===== config.mk =====
export PLATFORM = sky130hd
export DESIGN_NAME = aof_filter
export DESIGN_NICKNAME = d
export VERILOG_FILES = /design/src/hdl/aof_filter.v
export VERILOG_INCLUDE_DIRS = /design/src /design/src/hdl
export SDC_FILE = /design/constraint.sdc
export NUM_CORES = 1
export LEC_CHECK = 0
export ABC_CLOCK_PERIOD_IN_PS = 3900
export BUFFER_PORTS_ARGS = -buffer_cell sky130_fd_sc_hd__buf_2
export CORE_MARGIN = 3
export CORE_UTILIZATION = 50
export CTS_CLUSTER_DIAMETER = 30
export DETAILED_ROUTE_END_ITERATION = 8
export PLACE_DENSITY = 0.7
export REMOVE_ABC_BUFFERS = 1
export SYNTH_ARGS = -nofsm -noshare
export SYNTH_HDL_FRONTEND = slang
export SYNTH_SLANG_ARGS = --single-unit

===== constraint.sdc =====
create_clock -name clk -period 3.9 [get_ports clk]
set_input_delay 0.195 -clock clk [delete_from_list [all_inputs] [get_ports clk]]
set_output_delay 0.195 -clock clk [all_outputs]
set_load 0.01 [all_outputs]

===== src/hdl/aof_consts.vh =====
// Constants for the converter oversampling and averaging filter
//
// Notes on behaviour
// - Filter runs while enable bit is set; clearing it stops filter, clears ready.
// - Mode field bits 14:13: 11 averaging, 00 oversampling, others reserved.
// - Oversampling at 128 conversions gives a 16-bit result in 12.4 format.
// - Oversampling ratio code 110: 32 conversions, 15-bit result in 12.3 format.
// - Oversampling ratio code 011: 256 conversions, 16-bit result in 12.4 format.
// - Oversampling ratio code 010: 64 conversions, 15-bit result.
// - Oversampling ratio code 000: 4 conversions, 13-bit result in 12.1 format.
// - Oversampling ratio code 001: 16 conversions, 14-bit result.
`ifndef AOF_CONSTS_VH
`define AOF_CONSTS_VH

// ----------------------------------------------------------------------------
// Register byte offsets
// ----------------------------------------------------------------------------
`define AOF_OFS_CONTROL    8'h00
`define AOF_OFS_RESULT     8'h04
`define AOF_OFS_STATUS     8'h08
`define AOF_OFS_INT_STATUS 8'h0C
`define AOF_OFS_INT_CLEAR  8'h10
`define AOF_OFS_INT_ENABLE 8'h14

// ----------------------------------------------------------------------------
// Control register fields
// ----------------------------------------------------------------------------
`define AOF_CTL_ENABLE_BIT 15
`define AOF_CTL_MODE_HI    14
`define AOF_CTL_MODE_LO    13
`define AOF_CTL_RATIO_HI   12
`define AOF_CTL_RATIO_LO   10
`define AOF_CTL_IE_BIT     9
`define AOF_CTL_CHAN_HI    4
`define AOF_CTL_CHAN_LO    0
`define AOF_CTL_WMASK      16'hFE1F
`define AOF_CTL_RESET      16'h0000

// ----------------------------------------------------------------------------
// Mode codes
// ----------------------------------------------------------------------------
`define AOF_MODE_OVERSAMPLE 2'h0
`define AOF_MODE_AVERAGE    2'h3

// ----------------------------------------------------------------------------
// Status and interrupt bits
// ----------------------------------------------------------------------------
`define AOF_ST_READY_BIT   0
`define AOF_ST_BUSY_BIT    1
`define AOF_INT_DONE_BIT   0
`define AOF_INT_OVERRUN_BIT 1
`define AOF_INT_WIDTH      2

`endif


===== src/hdl/aof_filter.v =====
// Converter oversampling and averaging post-processing filter with register port
//
// The implementer's own choices: the register addresses and strobed register access.
`timescale 1ns/10ps
`include "aof_consts.vh"

module aof_filter
#(
    parameter DATA_WIDTH = 12,
    parameter CHAN_WIDTH = 5,
    parameter ADDR_WIDTH = 8,
    parameter SUM_WIDTH  = 20
)
(
    // Clock and reset
    input  wire                  clk,
    input  wire                  reset,
    // Register port
    input  wire [ADDR_WIDTH-1:0] regAddr,
    input  wire [15:0]           regWrData,
    input  wire                  regWrite,
    input  wire                  regRead,
    output reg  [15:0]           regRdData,
    // Conversion results from the converter
    input  wire                  sampleValid,
    input  wire [CHAN_WIDTH-1:0] sampleChannel,
    input  wire [DATA_WIDTH-1:0] sampleData,
    // Status outputs
    output wire                  resultReady,
    output wire                  irq
);

    // ------------------------------------------------------------------------
    // Ratio decoding
    // ------------------------------------------------------------------------
    // Base-two logarithm of the conversion count for a ratio code
    function [3:0] ratioLog2;
        input [2:0] code;
        begin
            case (code)
                3'h0:    ratioLog2 = 4'h2;
                3'h1:    ratioLog2 = 4'h4;
                3'h2:    ratioLog2 = 4'h6;
                3'h3:    ratioLog2 = 4'h8;
                3'h4:    ratioLog2 = 4'h1;   // 2x
                3'h5:    ratioLog2 = 4'h3;   // 8x
                3'h6:    ratioLog2 = 4'h5;
                3'h7:    ratioLog2 = 4'h7;
                default: ratioLog2 = 4'h2;
            endcase
        end
    endfunction

    // True when a strobe addresses the register at the given offset
    function regHit;
        input [ADDR_WIDTH-1:0] addr;
        input [ADDR_WIDTH-1:0] offset;
        begin
            regHit = (addr == offset);
        end
    endfunction

    // ------------------------------------------------------------------------
    // Registers
    // ------------------------------------------------------------------------
    reg  [15:0]                 control;
    reg  [15:0]                 result;
    reg                         ready;
    reg  [`AOF_INT_WIDTH-1:0]   intStatus;
    reg  [`AOF_INT_WIDTH-1:0]   intEnable;
    reg  [SUM_WIDTH-1:0]        accum;
    reg  [8:0]                  sampleCount;

    wire                        filterEnable;
    wire [1:0]                  filterMode;
    wire [2:0]                  filter_ratio_field;
    wire                        filter_interrupt_enable;
    wire [CHAN_WIDTH-1:0]       filter_channel_select;
    wire                        modeValid;
    wire                        averaging;
    wire [3:0]                  log2Count;
    wire [3:0]                  shiftAmount;
    wire [8:0]                  targetCount;
    wire                        takeSample;
    wire                        lastSample;
    wire [SUM_WIDTH-1:0]        sumNext;
    wire [SUM_WIDTH-1:0]        shiftedSum;
    wire                        ctlWrite;
    wire                        resultRead;
    wire                        clearWrite;
    wire                        doneEvent;
    wire                        overrunEvent;
    wire [`AOF_INT_WIDTH-1:0]   intEvents;
    wire                        intEnableWrite;
    wire                        disableWrite;
    wire [`AOF_INT_WIDTH-1:0]   next_intStatus;
    wire [15:0]                 statusWord;
    wire [15:0]                 intStatusWord;
    wire [15:0]                 intEnableWord;

    reg  [SUM_WIDTH-1:0]        next_accum;
    reg  [8:0]                  next_sampleCount;
    reg  [15:0]                 next_result;
    reg                         next_ready;
    reg  [15:0]                 next_control;
    reg  [`AOF_INT_WIDTH-1:0]   next_intEnable;
    reg  [15:0]                 next_regRdData;

    assign filterEnable            = control[`AOF_CTL_ENABLE_BIT];
    assign filterMode              = control[`AOF_CTL_MODE_HI:`AOF_CTL_MODE_LO];
    assign filter_ratio_field      = control[`AOF_CTL_RATIO_HI:`AOF_CTL_RATIO_LO];
    assign filter_interrupt_enable = control[`AOF_CTL_IE_BIT];
    assign filter_channel_select   = control[`AOF_CTL_CHAN_HI:`AOF_CTL_CHAN_LO];

    // ------------------------------------------------------------------------
    // Mode and ratio
    // ------------------------------------------------------------------------
    // Reserved mode codes leave the filter idle rather than guessing a meaning
    assign averaging = (filterMode == `AOF_MODE_AVERAGE);
    assign modeValid = averaging || (filterMode == `AOF_MODE_OVERSAMPLE);
    assign log2Count = ratioLog2(filter_ratio_field);
    assign targetCount = 9'h001 << log2Count;
    // Oversampling keeps half the growth: 12 + ceil(n/2) result bits
    assign shiftAmount = averaging ? log2Count
                                   : {1'b0, log2Count[3:1]};

    // ------------------------------------------------------------------------
    // Accumulator
    // ------------------------------------------------------------------------
    assign takeSample = filterEnable && modeValid && sampleValid
                        && (sampleChannel == filter_channel_select);
    assign lastSample = takeSample && ((sampleCount + 9'h001) == targetCount);
    // Sum width must hold 256 full-scale samples or the top ratio wraps
    assign sumNext    = accum + {{(SUM_WIDTH-DATA_WIDTH){1'b0}}, sampleData};
    assign shiftedSum = sumNext >> shiftAmount;

    // Control write restarts the run so a half-filled sum never mixes settings
    always @*
    begin
        next_accum       = accum;
        next_sampleCount = sampleCount;
        if (ctlWrite || !filterEnable)
        begin
            next_accum       = {SUM_WIDTH{1'b0}};
            next_sampleCount = 9'h000;
        end
        else if (lastSample)
        begin
            next_accum       = {SUM_WIDTH{1'b0}};
            next_sampleCount = 9'h000;
        end
        else if (takeSample)
        begin
            next_accum       = sumNext;
            next_sampleCount = sampleCount + 9'h001;
        end
    end

    always @(posedge clk)
    begin
        if (reset)
        begin
            accum       <= {SUM_WIDTH{1'b0}};
            sampleCount <= 9'h000;
        end
        else
        begin
            accum       <= next_accum;
            sampleCount <= next_sampleCount;
        end
    end

    always @*
    begin
        next_result = result;
        if (lastSample)
        begin
            next_result = shiftedSum[15:0];
        end
    end

    always @(posedge clk)
    begin
        if (reset)
        begin
            result <= 16'h0000;
        end
        else
        begin
            result <= next_result;
        end
    end

    // ------------------------------------------------------------------------
    // Ready flag
    // ------------------------------------------------------------------------
    // Completion wins over a read in the same cycle; disable clears outright,
    // already on the write that drops the enable bit
    always @*
    begin
        next_ready = ready;
        if (!filterEnable || disableWrite)
        begin
            next_ready = 1'b0;
        end
        else if (lastSample)
        begin
            next_ready = 1'b1;
        end
        else if (resultRead)
        begin
            next_ready = 1'b0;
        end
    end

    always @(posedge clk)
    begin
        if (reset)
        begin
            ready <= 1'b0;
        end
        else
        begin
            ready <= next_ready;
        end
    end

    assign resultReady = ready;

    // ------------------------------------------------------------------------
    // Register port
    // ------------------------------------------------------------------------
    assign ctlWrite       = regWrite && regHit(regAddr, `AOF_OFS_CONTROL);
    assign disableWrite   = ctlWrite && !regWrData[`AOF_CTL_ENABLE_BIT];
    assign clearWrite     = regWrite && regHit(regAddr, `AOF_OFS_INT_CLEAR);
    assign intEnableWrite = regWrite && regHit(regAddr, `AOF_OFS_INT_ENABLE);
    assign resultRead     = regRead && regHit(regAddr, `AOF_OFS_RESULT);

    assign statusWord    = {14'h0000, (sampleCount != 9'h000), ready};
    assign intStatusWord = {14'h0000, intStatus};
    assign intEnableWord = {14'h0000, intEnable};

    // Unimplemented control bits are dropped here so they always read zero
    always @*
    begin
        next_control = control;
        if (ctlWrite)
        begin
            next_control = regWrData & `AOF_CTL_WMASK;
        end
    end

    always @(posedge clk)
    begin
        if (reset)
        begin
            control <= `AOF_CTL_RESET;
        end
        else
        begin
            control <= next_control;
        end
    end

    always @*
    begin
        next_intEnable = intEnable;
        if (intEnableWrite)
        begin
            next_intEnable = regWrData[`AOF_INT_WIDTH-1:0];
        end
    end

    always @(posedge clk)
    begin
        if (reset)
        begin
            intEnable <= {`AOF_INT_WIDTH{1'b0}};
        end
        else
        begin
            intEnable <= next_intEnable;
        end
    end

    // Read data stands one cycle only so a stale word never lingers on the port
    always @*
    begin
        next_regRdData = 16'h0000;
        if (regRead)
        begin
            case (regAddr)
                `AOF_OFS_CONTROL:    next_regRdData = control;
                `AOF_OFS_RESULT:     next_regRdData = result;
                `AOF_OFS_STATUS:     next_regRdData = statusWord;
                `AOF_OFS_INT_STATUS: next_regRdData = intStatusWord;
                `AOF_OFS_INT_ENABLE: next_regRdData = intEnableWord;
                default:             next_regRdData = 16'h0000;
            endcase
        end
    end

    always @(posedge clk)
    begin
        if (reset)
        begin
            regRdData <= 16'h0000;
        end
        else
        begin
            regRdData <= next_regRdData;
        end
    end

    // ------------------------------------------------------------------------
    // Interrupts
    // ------------------------------------------------------------------------
    // Done posts only with the control interrupt bit; overrun always posts
    assign doneEvent    = lastSample && filter_interrupt_enable;
    assign overrunEvent = lastSample && ready && !resultRead;
    assign intEvents    = {overrunEvent, doneEvent};

    // Set beats a clear landing in the same cycle
    genvar i;
    generate
        for (i = 0; i < `AOF_INT_WIDTH; i = i + 1)
        begin : gStatus
            assign next_intStatus[i] = intEvents[i]
                                       || (intStatus[i] && !(clearWrite && regWrData[i]));
        end
    endgenerate

    always @(posedge clk)
    begin
        if (reset)
        begin
            intStatus <= {`AOF_INT_WIDTH{1'b0}};
        end
        else
        begin
            intStatus <= next_intStatus;
        end
    end

    assign irq = |(intStatus & intEnable);

endmodule // aof_filter


After elaboration in Yosys (flattened, before gate mapping)
Memories as Yosys holds them, arrays and structs flattened. A register that Yosys moved wholly into a read port is not among the register bits.
Cells that the tools add are included.
{"block": "classes", "addsub": 2, "eq_ne": 8, "shifts": 2, "muxes": 6, "n_bitwise": 2, "reduce_logical": 34}
{"op": "one-hot mux 16 bit (5 select lines)", "n": 1}
{"op": "adder 20 x 12 -> 20 bit", "n": 1}
{"op": "right shift 20 x 4 -> 16 bit", "n": 1}
{"op": "equality test 8 x 4 -> 1 bit (second input constant)", "n": 2}
{"op": "equality test 8 x 5 -> 1 bit (second input constant)", "n": 2}
{"op": "logical AND 1 bit", "n": 16}
{"op": "adder 9 x 1 -> 9 bit (second input constant)", "n": 1}
{"op": "equality test 9 bit", "n": 1}
{"op": "nonzero test 9 bit", "n": 1}
{"op": "left shift 1 x 4 -> 9 bit (first input constant)", "n": 1}
{"op": "equality test 8 x 3 -> 1 bit (second input constant)", "n": 1}
{"op": "zero test 8 bit", "n": 1}
{"op": "two-way mux 3 bit", "n": 2}
{"op": "OR reduction 2 bit", "n": 3}
{"op": "equality test 5 bit", "n": 1}
{"op": "zero test 1 bit", "n": 5}
{"op": "logical OR 1 bit", "n": 5}
{"op": "two-way mux 4 bit", "n": 1}
{"op": "OR reduction 3 bit", "n": 1}
{"op": "AND 2 bit", "n": 1}
{"op": "equality test 2 bit (second input constant)", "n": 1}
{"op": "zero test 2 bit", "n": 1}
{"op": "two-way mux 1 bit", "n": 2}
{"op": "nonzero test 2 bit", "n": 1}
{"op": "inverter 1 bit", "n": 1}
{"block": "word_totals", "reg_bits": 78, "mem_bits_ro": 32, "inputBits": 46, "output_inout_bits": 18, "wordCells": 63, "mem_count": 1}
{"memory": "(no name shown)", "words": 8, "width": 4, "read_ports": 1, "rd_ports_with_merged_regs": 1, "wr": 0, "line": "aof_filter.v:40", "text": "case (code)"}

Logic depth before layout (Yosys ltp)
{"block": "depth", "ltp_word": 9, "depth_mapped": 12, "depth_no_buf": 10}

Worst setup path after synthesis
No wires, ideal clock.
{"block": "synth_timing", "path_type": "register to register", "from": "register accum[0]", "to": "register result[4]", "setup_ps": 59, "t_arrival_ps": 2816, "t_required_ps": 3841, "slack_ps": 1025, "stages_incl_launch_ff": 11, "n_path_buf": 0, "period_less_slack_ps": 2875, "cell_sequence": "dfxtp_1 ha_1 fa_1 a21o_1 a221oi_2 o211a_4 mux2i_4 nand3_2 a32o_1 a2111oi_2 a22o_1"}
{"block": "synth_via", "elab_chain_len": 2}
{"element": "from (decl)", "line": "aof_filter.v:71", "text": "reg [SUM_WIDTH-1:0] accum;"}
{"element": "from (signal assigned)", "line": "aof_filter.v:163", "text": "accum <= {SUM_WIDTH{1'b0}};"}
{"element": "from (signal assigned)", "line": "aof_filter.v:168", "text": "accum <= next_accum;"}
{"element": "adder 20 x 12 -> 20 bit", "line": "aof_filter.v:134", "text": "assign sumNext = accum + {{(SUM_WIDTH-DATA_WIDTH){1'b0}}, sampleData};"}
{"element": "right shift 20 x 4 -> 16 bit", "line": "aof_filter.v:135", "text": "assign shiftedSum = sumNext >> shiftAmount;"}
{"element": "to (signal assigned)", "line": "aof_filter.v:190", "text": "result <= next_result;"}
{"element": "to (decl)", "line": "aof_filter.v:67", "text": "reg [15:0] result;"}
Every way passes these cells.
A chain may end at the register's enable or synchronous reset.

Final worst setup path
{"block": "layout_timing", "from": "register accum[7]", "to": "register result[11]"}
Same word-level chain as after synthesis.

==> impl_metrics.env <==
export IMPL_ys_flop_type="dfxtp_1"
export IMPL_hold_violations=0
export IMPL_tightest_slew_ns=0.854
export IMPL_max_cap_violations=0
export IMPL_ys_seq_elements=82
export IMPL_p_leak_uw=0.00236
export IMPL_min_path_type="in -> reg"
export IMPL_grt_pass1_wl_mm=27.2
export IMPL_dpl_instance_area_mm2=0.00624
export IMPL_synth_area_per_cell_um2=7.62
export IMPL_power_density_mw_per_mm2=283
export IMPL_drt_total_wl_mm=16.7
export IMPL_grt_pass1_vias=5474
export IMPL_initialDrtViolationCount=596
export IMPL_numCtsBuffers=9
export IMPL_clk_latency_ns=0.35
export IMPL_diodes=0
export IMPL_yosys_warnings=0
export IMPL_dpl_worst_slack_ns=0.736
export IMPL_cp_startpoint="accum[7]$_SDFFE_PP0P_"
export IMPL_start_util_pct=52.6
export IMPL_r2r_cells=9
export IMPL_synth_edf_count=0
export IMPL_postSynthCellCount=772
export IMPL_cts_setup_buffers=0
export IMPL_rsz0062_at_grt="false"
export IMPL_ant_nets=0
export IMPL_worstHoldStart="regWrData[3]"
export IMPL_fin_crit_sh_pct=82.6
export IMPL_synth_seq_area_share_pct=27.9
export IMPL_vdd_drop_max_mv=0.368
export IMPL_crit_type="reg -> reg"
export IMPL_fin_ws_ns=0.680
export IMPL_wl_per_cell_um=17.6
export IMPL_hold_slack_ns=0.0752
export IMPL_post_cts_resized=0
export IMPL_clkTransAtPathRegs_ns=0.07
export IMPL_whs_path_depth=3
export IMPL_layout_drive_gt1_share_pct=14.2
export IMPL_slew_viol_final=0
export IMPL_final_min_clock_period_ns=3.22
export IMPL_drc=0
export IMPL_design_area_mm2=0.00656
export IMPL_drt_vias_per_instance=6.28
export IMPL_die_area_mm2=0.0131
export IMPL_dp_hpwl_mm=12.3
export IMPL_die_w_um=114
export IMPL_first_pass_iters=5
export IMPL_skew_ns=0.00636
export IMPL_slew_headroom_pct=42.8
export IMPL_cts_tree="built"
export IMPL_place_congestion=0.970
export IMPL_crit_reg2reg_launch="accum[7]$_SDFFE_PP0P_"
export IMPL_rows=38
export IMPL_final_nets=865
export IMPL_setup_viol=0
export IMPL_cp_arrival_ns=3.44
export IMPL_port_buffers=59
export IMPL_path_max_fanout=11
export IMPL_end_kind="flop"
export IMPL_final_common_cell="nor2_1"
export IMPL_status="completed"
export IMPL_holdBufCountCts=0
export IMPL_clock_root_buffer="clkbuf_16"
export IMPL_die_h_um=114
export IMPL_syn_area_mm2=0.00588
export IMPL_cts_htree_levels=3
export IMPL_cts_sink_count=82
export IMPL_cts_path_max_buffers=2
export IMPL_mostFrequentLayoutCells="nor2_1, nand2_1, dfxtp_1"
export IMPL_async_flop_share_pct=0
export IMPL_timing_fmax_mhz=311
export IMPL_antenna_found_initial=0
export IMPL_io_pins=64
export IMPL_syn_to_final_growth_pct=11.5
export IMPL_grt_max_degree=32
export IMPL_num_vias=5954
export IMPL_worstPathRequired_ns=4.12
export IMPL_core_area_mm2=0.0112
export IMPL_grt_usage_pct=25.7
export IMPL_overflow=0
export IMPL_synthDistinctLibCells=82
export IMPL_fin_tns_setup_ns=0
export IMPL_start_kind="flop"
==> final timing paths <==
kind,to,slack (ns)
max reg2reg,result[11]$_SDFFE_PP0P_,0.68
min,control[3]$_SDFFE_PP0P_,0.08
max,result[11]$_SDFFE_PP0P_,0.68
min reg2reg,result[5]$_SDFFE_PP0P_,0.46
==> logic make-up after synthesis <==
family	Yosys count	synth area share, %
buffers and inverters	65	4.77
adders and majority gates	16	3.53
DFF	82	27.9
muxes	26	4.74
AOI/OAI and AO/OA	215	25.7
xor gates and xnor gates	41	6.11
and+or+nand+nor	327	27.2
==> sequential cells by signal, indices dropped and copies added (netlist names) <==
name	flops
intStatus	2
sampleCount	9
regRdData	16
resultReady	1
control	12
result	16
intEnable	2
log2Count	4
accum	20
==> critical path: stages, from the launching register on <==
cell and delay [ns]:
dfxtp_1 0.31, ha_1 0.48, nand2_1 0.22, or4_4 0.46, o211ai_1 0.42, nand3_1 0.17, a21oi_1 0.30, o22ai_1 0.21
a221oi_1 0.38, a211oi_1 0.12
==> metrics by stage <==
stage | total power [µW] | instances | utilization, %
2_1_floorplan | 918 | 722 | -
3_3_place_gp | 965 | 932 | 55.9
3_5_place_dp | 967 | 932 | 55.9
4_1_cts | 1870 | 948 | 58.7
5_1_grt | 1920 | 948 | 58.7
6_report | 1860 | 948 | 58.7
==> where the power goes <==
| part | switching [µW] | internal (µW) |
|---|---|---|
| registers | 0.382 | 837 |
| clock network | 385 | 522 |
| logic | 67.0 | 45.8 |
==> final cells by class <==
class,instances,area [µm²]
Inverter,15,56.3
Clock buffer,10,239
Sequential cell,82,1640
Clock inverter,6,73.8
Multi-Input combinational cell,625,3980
Tap cell,140,175
Timing Repair Buffer,70,390
Fill cell,1053,4620
==> synth_stat cells (all sizes together) (12+ instances only) <==
| cell | count | share of area (%) |
|---|---|---|
| nor2 | 98 | 6.3 |
| o211ai | 16 | 2.0 |
| mux2i | 21 | 3.8 |
| dfxtp | 82 | 28 |
| nand3 | 24 | 2.2 |
| xnor2 | 25 | 3.7 |
| a211oi | 13 | 1.8 |
| a22oi | 15 | 1.9 |
| nor3 | 37 | 3.4 |
| buf | 21 | 2.0 |
| ha | 15 | 3.2 |
| xor2 | 16 | 2.4 |
| inv | 15 | 0.96 |
| o21ai | 34 | 2.9 |
| clkbuf | 29 | 1.9 |
| and3 | 12 | 1.3 |
| a21oi | 53 | 4.5 |
| nand2 | 86 | 5.5 |
==> routing by layer <==
metal | track usage, % | vias up | wire length, µm | share of wire, %
met1 | 34.2 | 2824 | 7630 | 46
li1 | - | 2908 | - | -
met3 | 5.29 | 34 | 972 | 5.8
met5 | 0 | - | 0 | 0
met2 | 41.6 | 188 | 7720 | 46
met4 | 8.31 | 0 | 392 | 2.3
No activity file was read; power rests on OpenSTA's default activity.
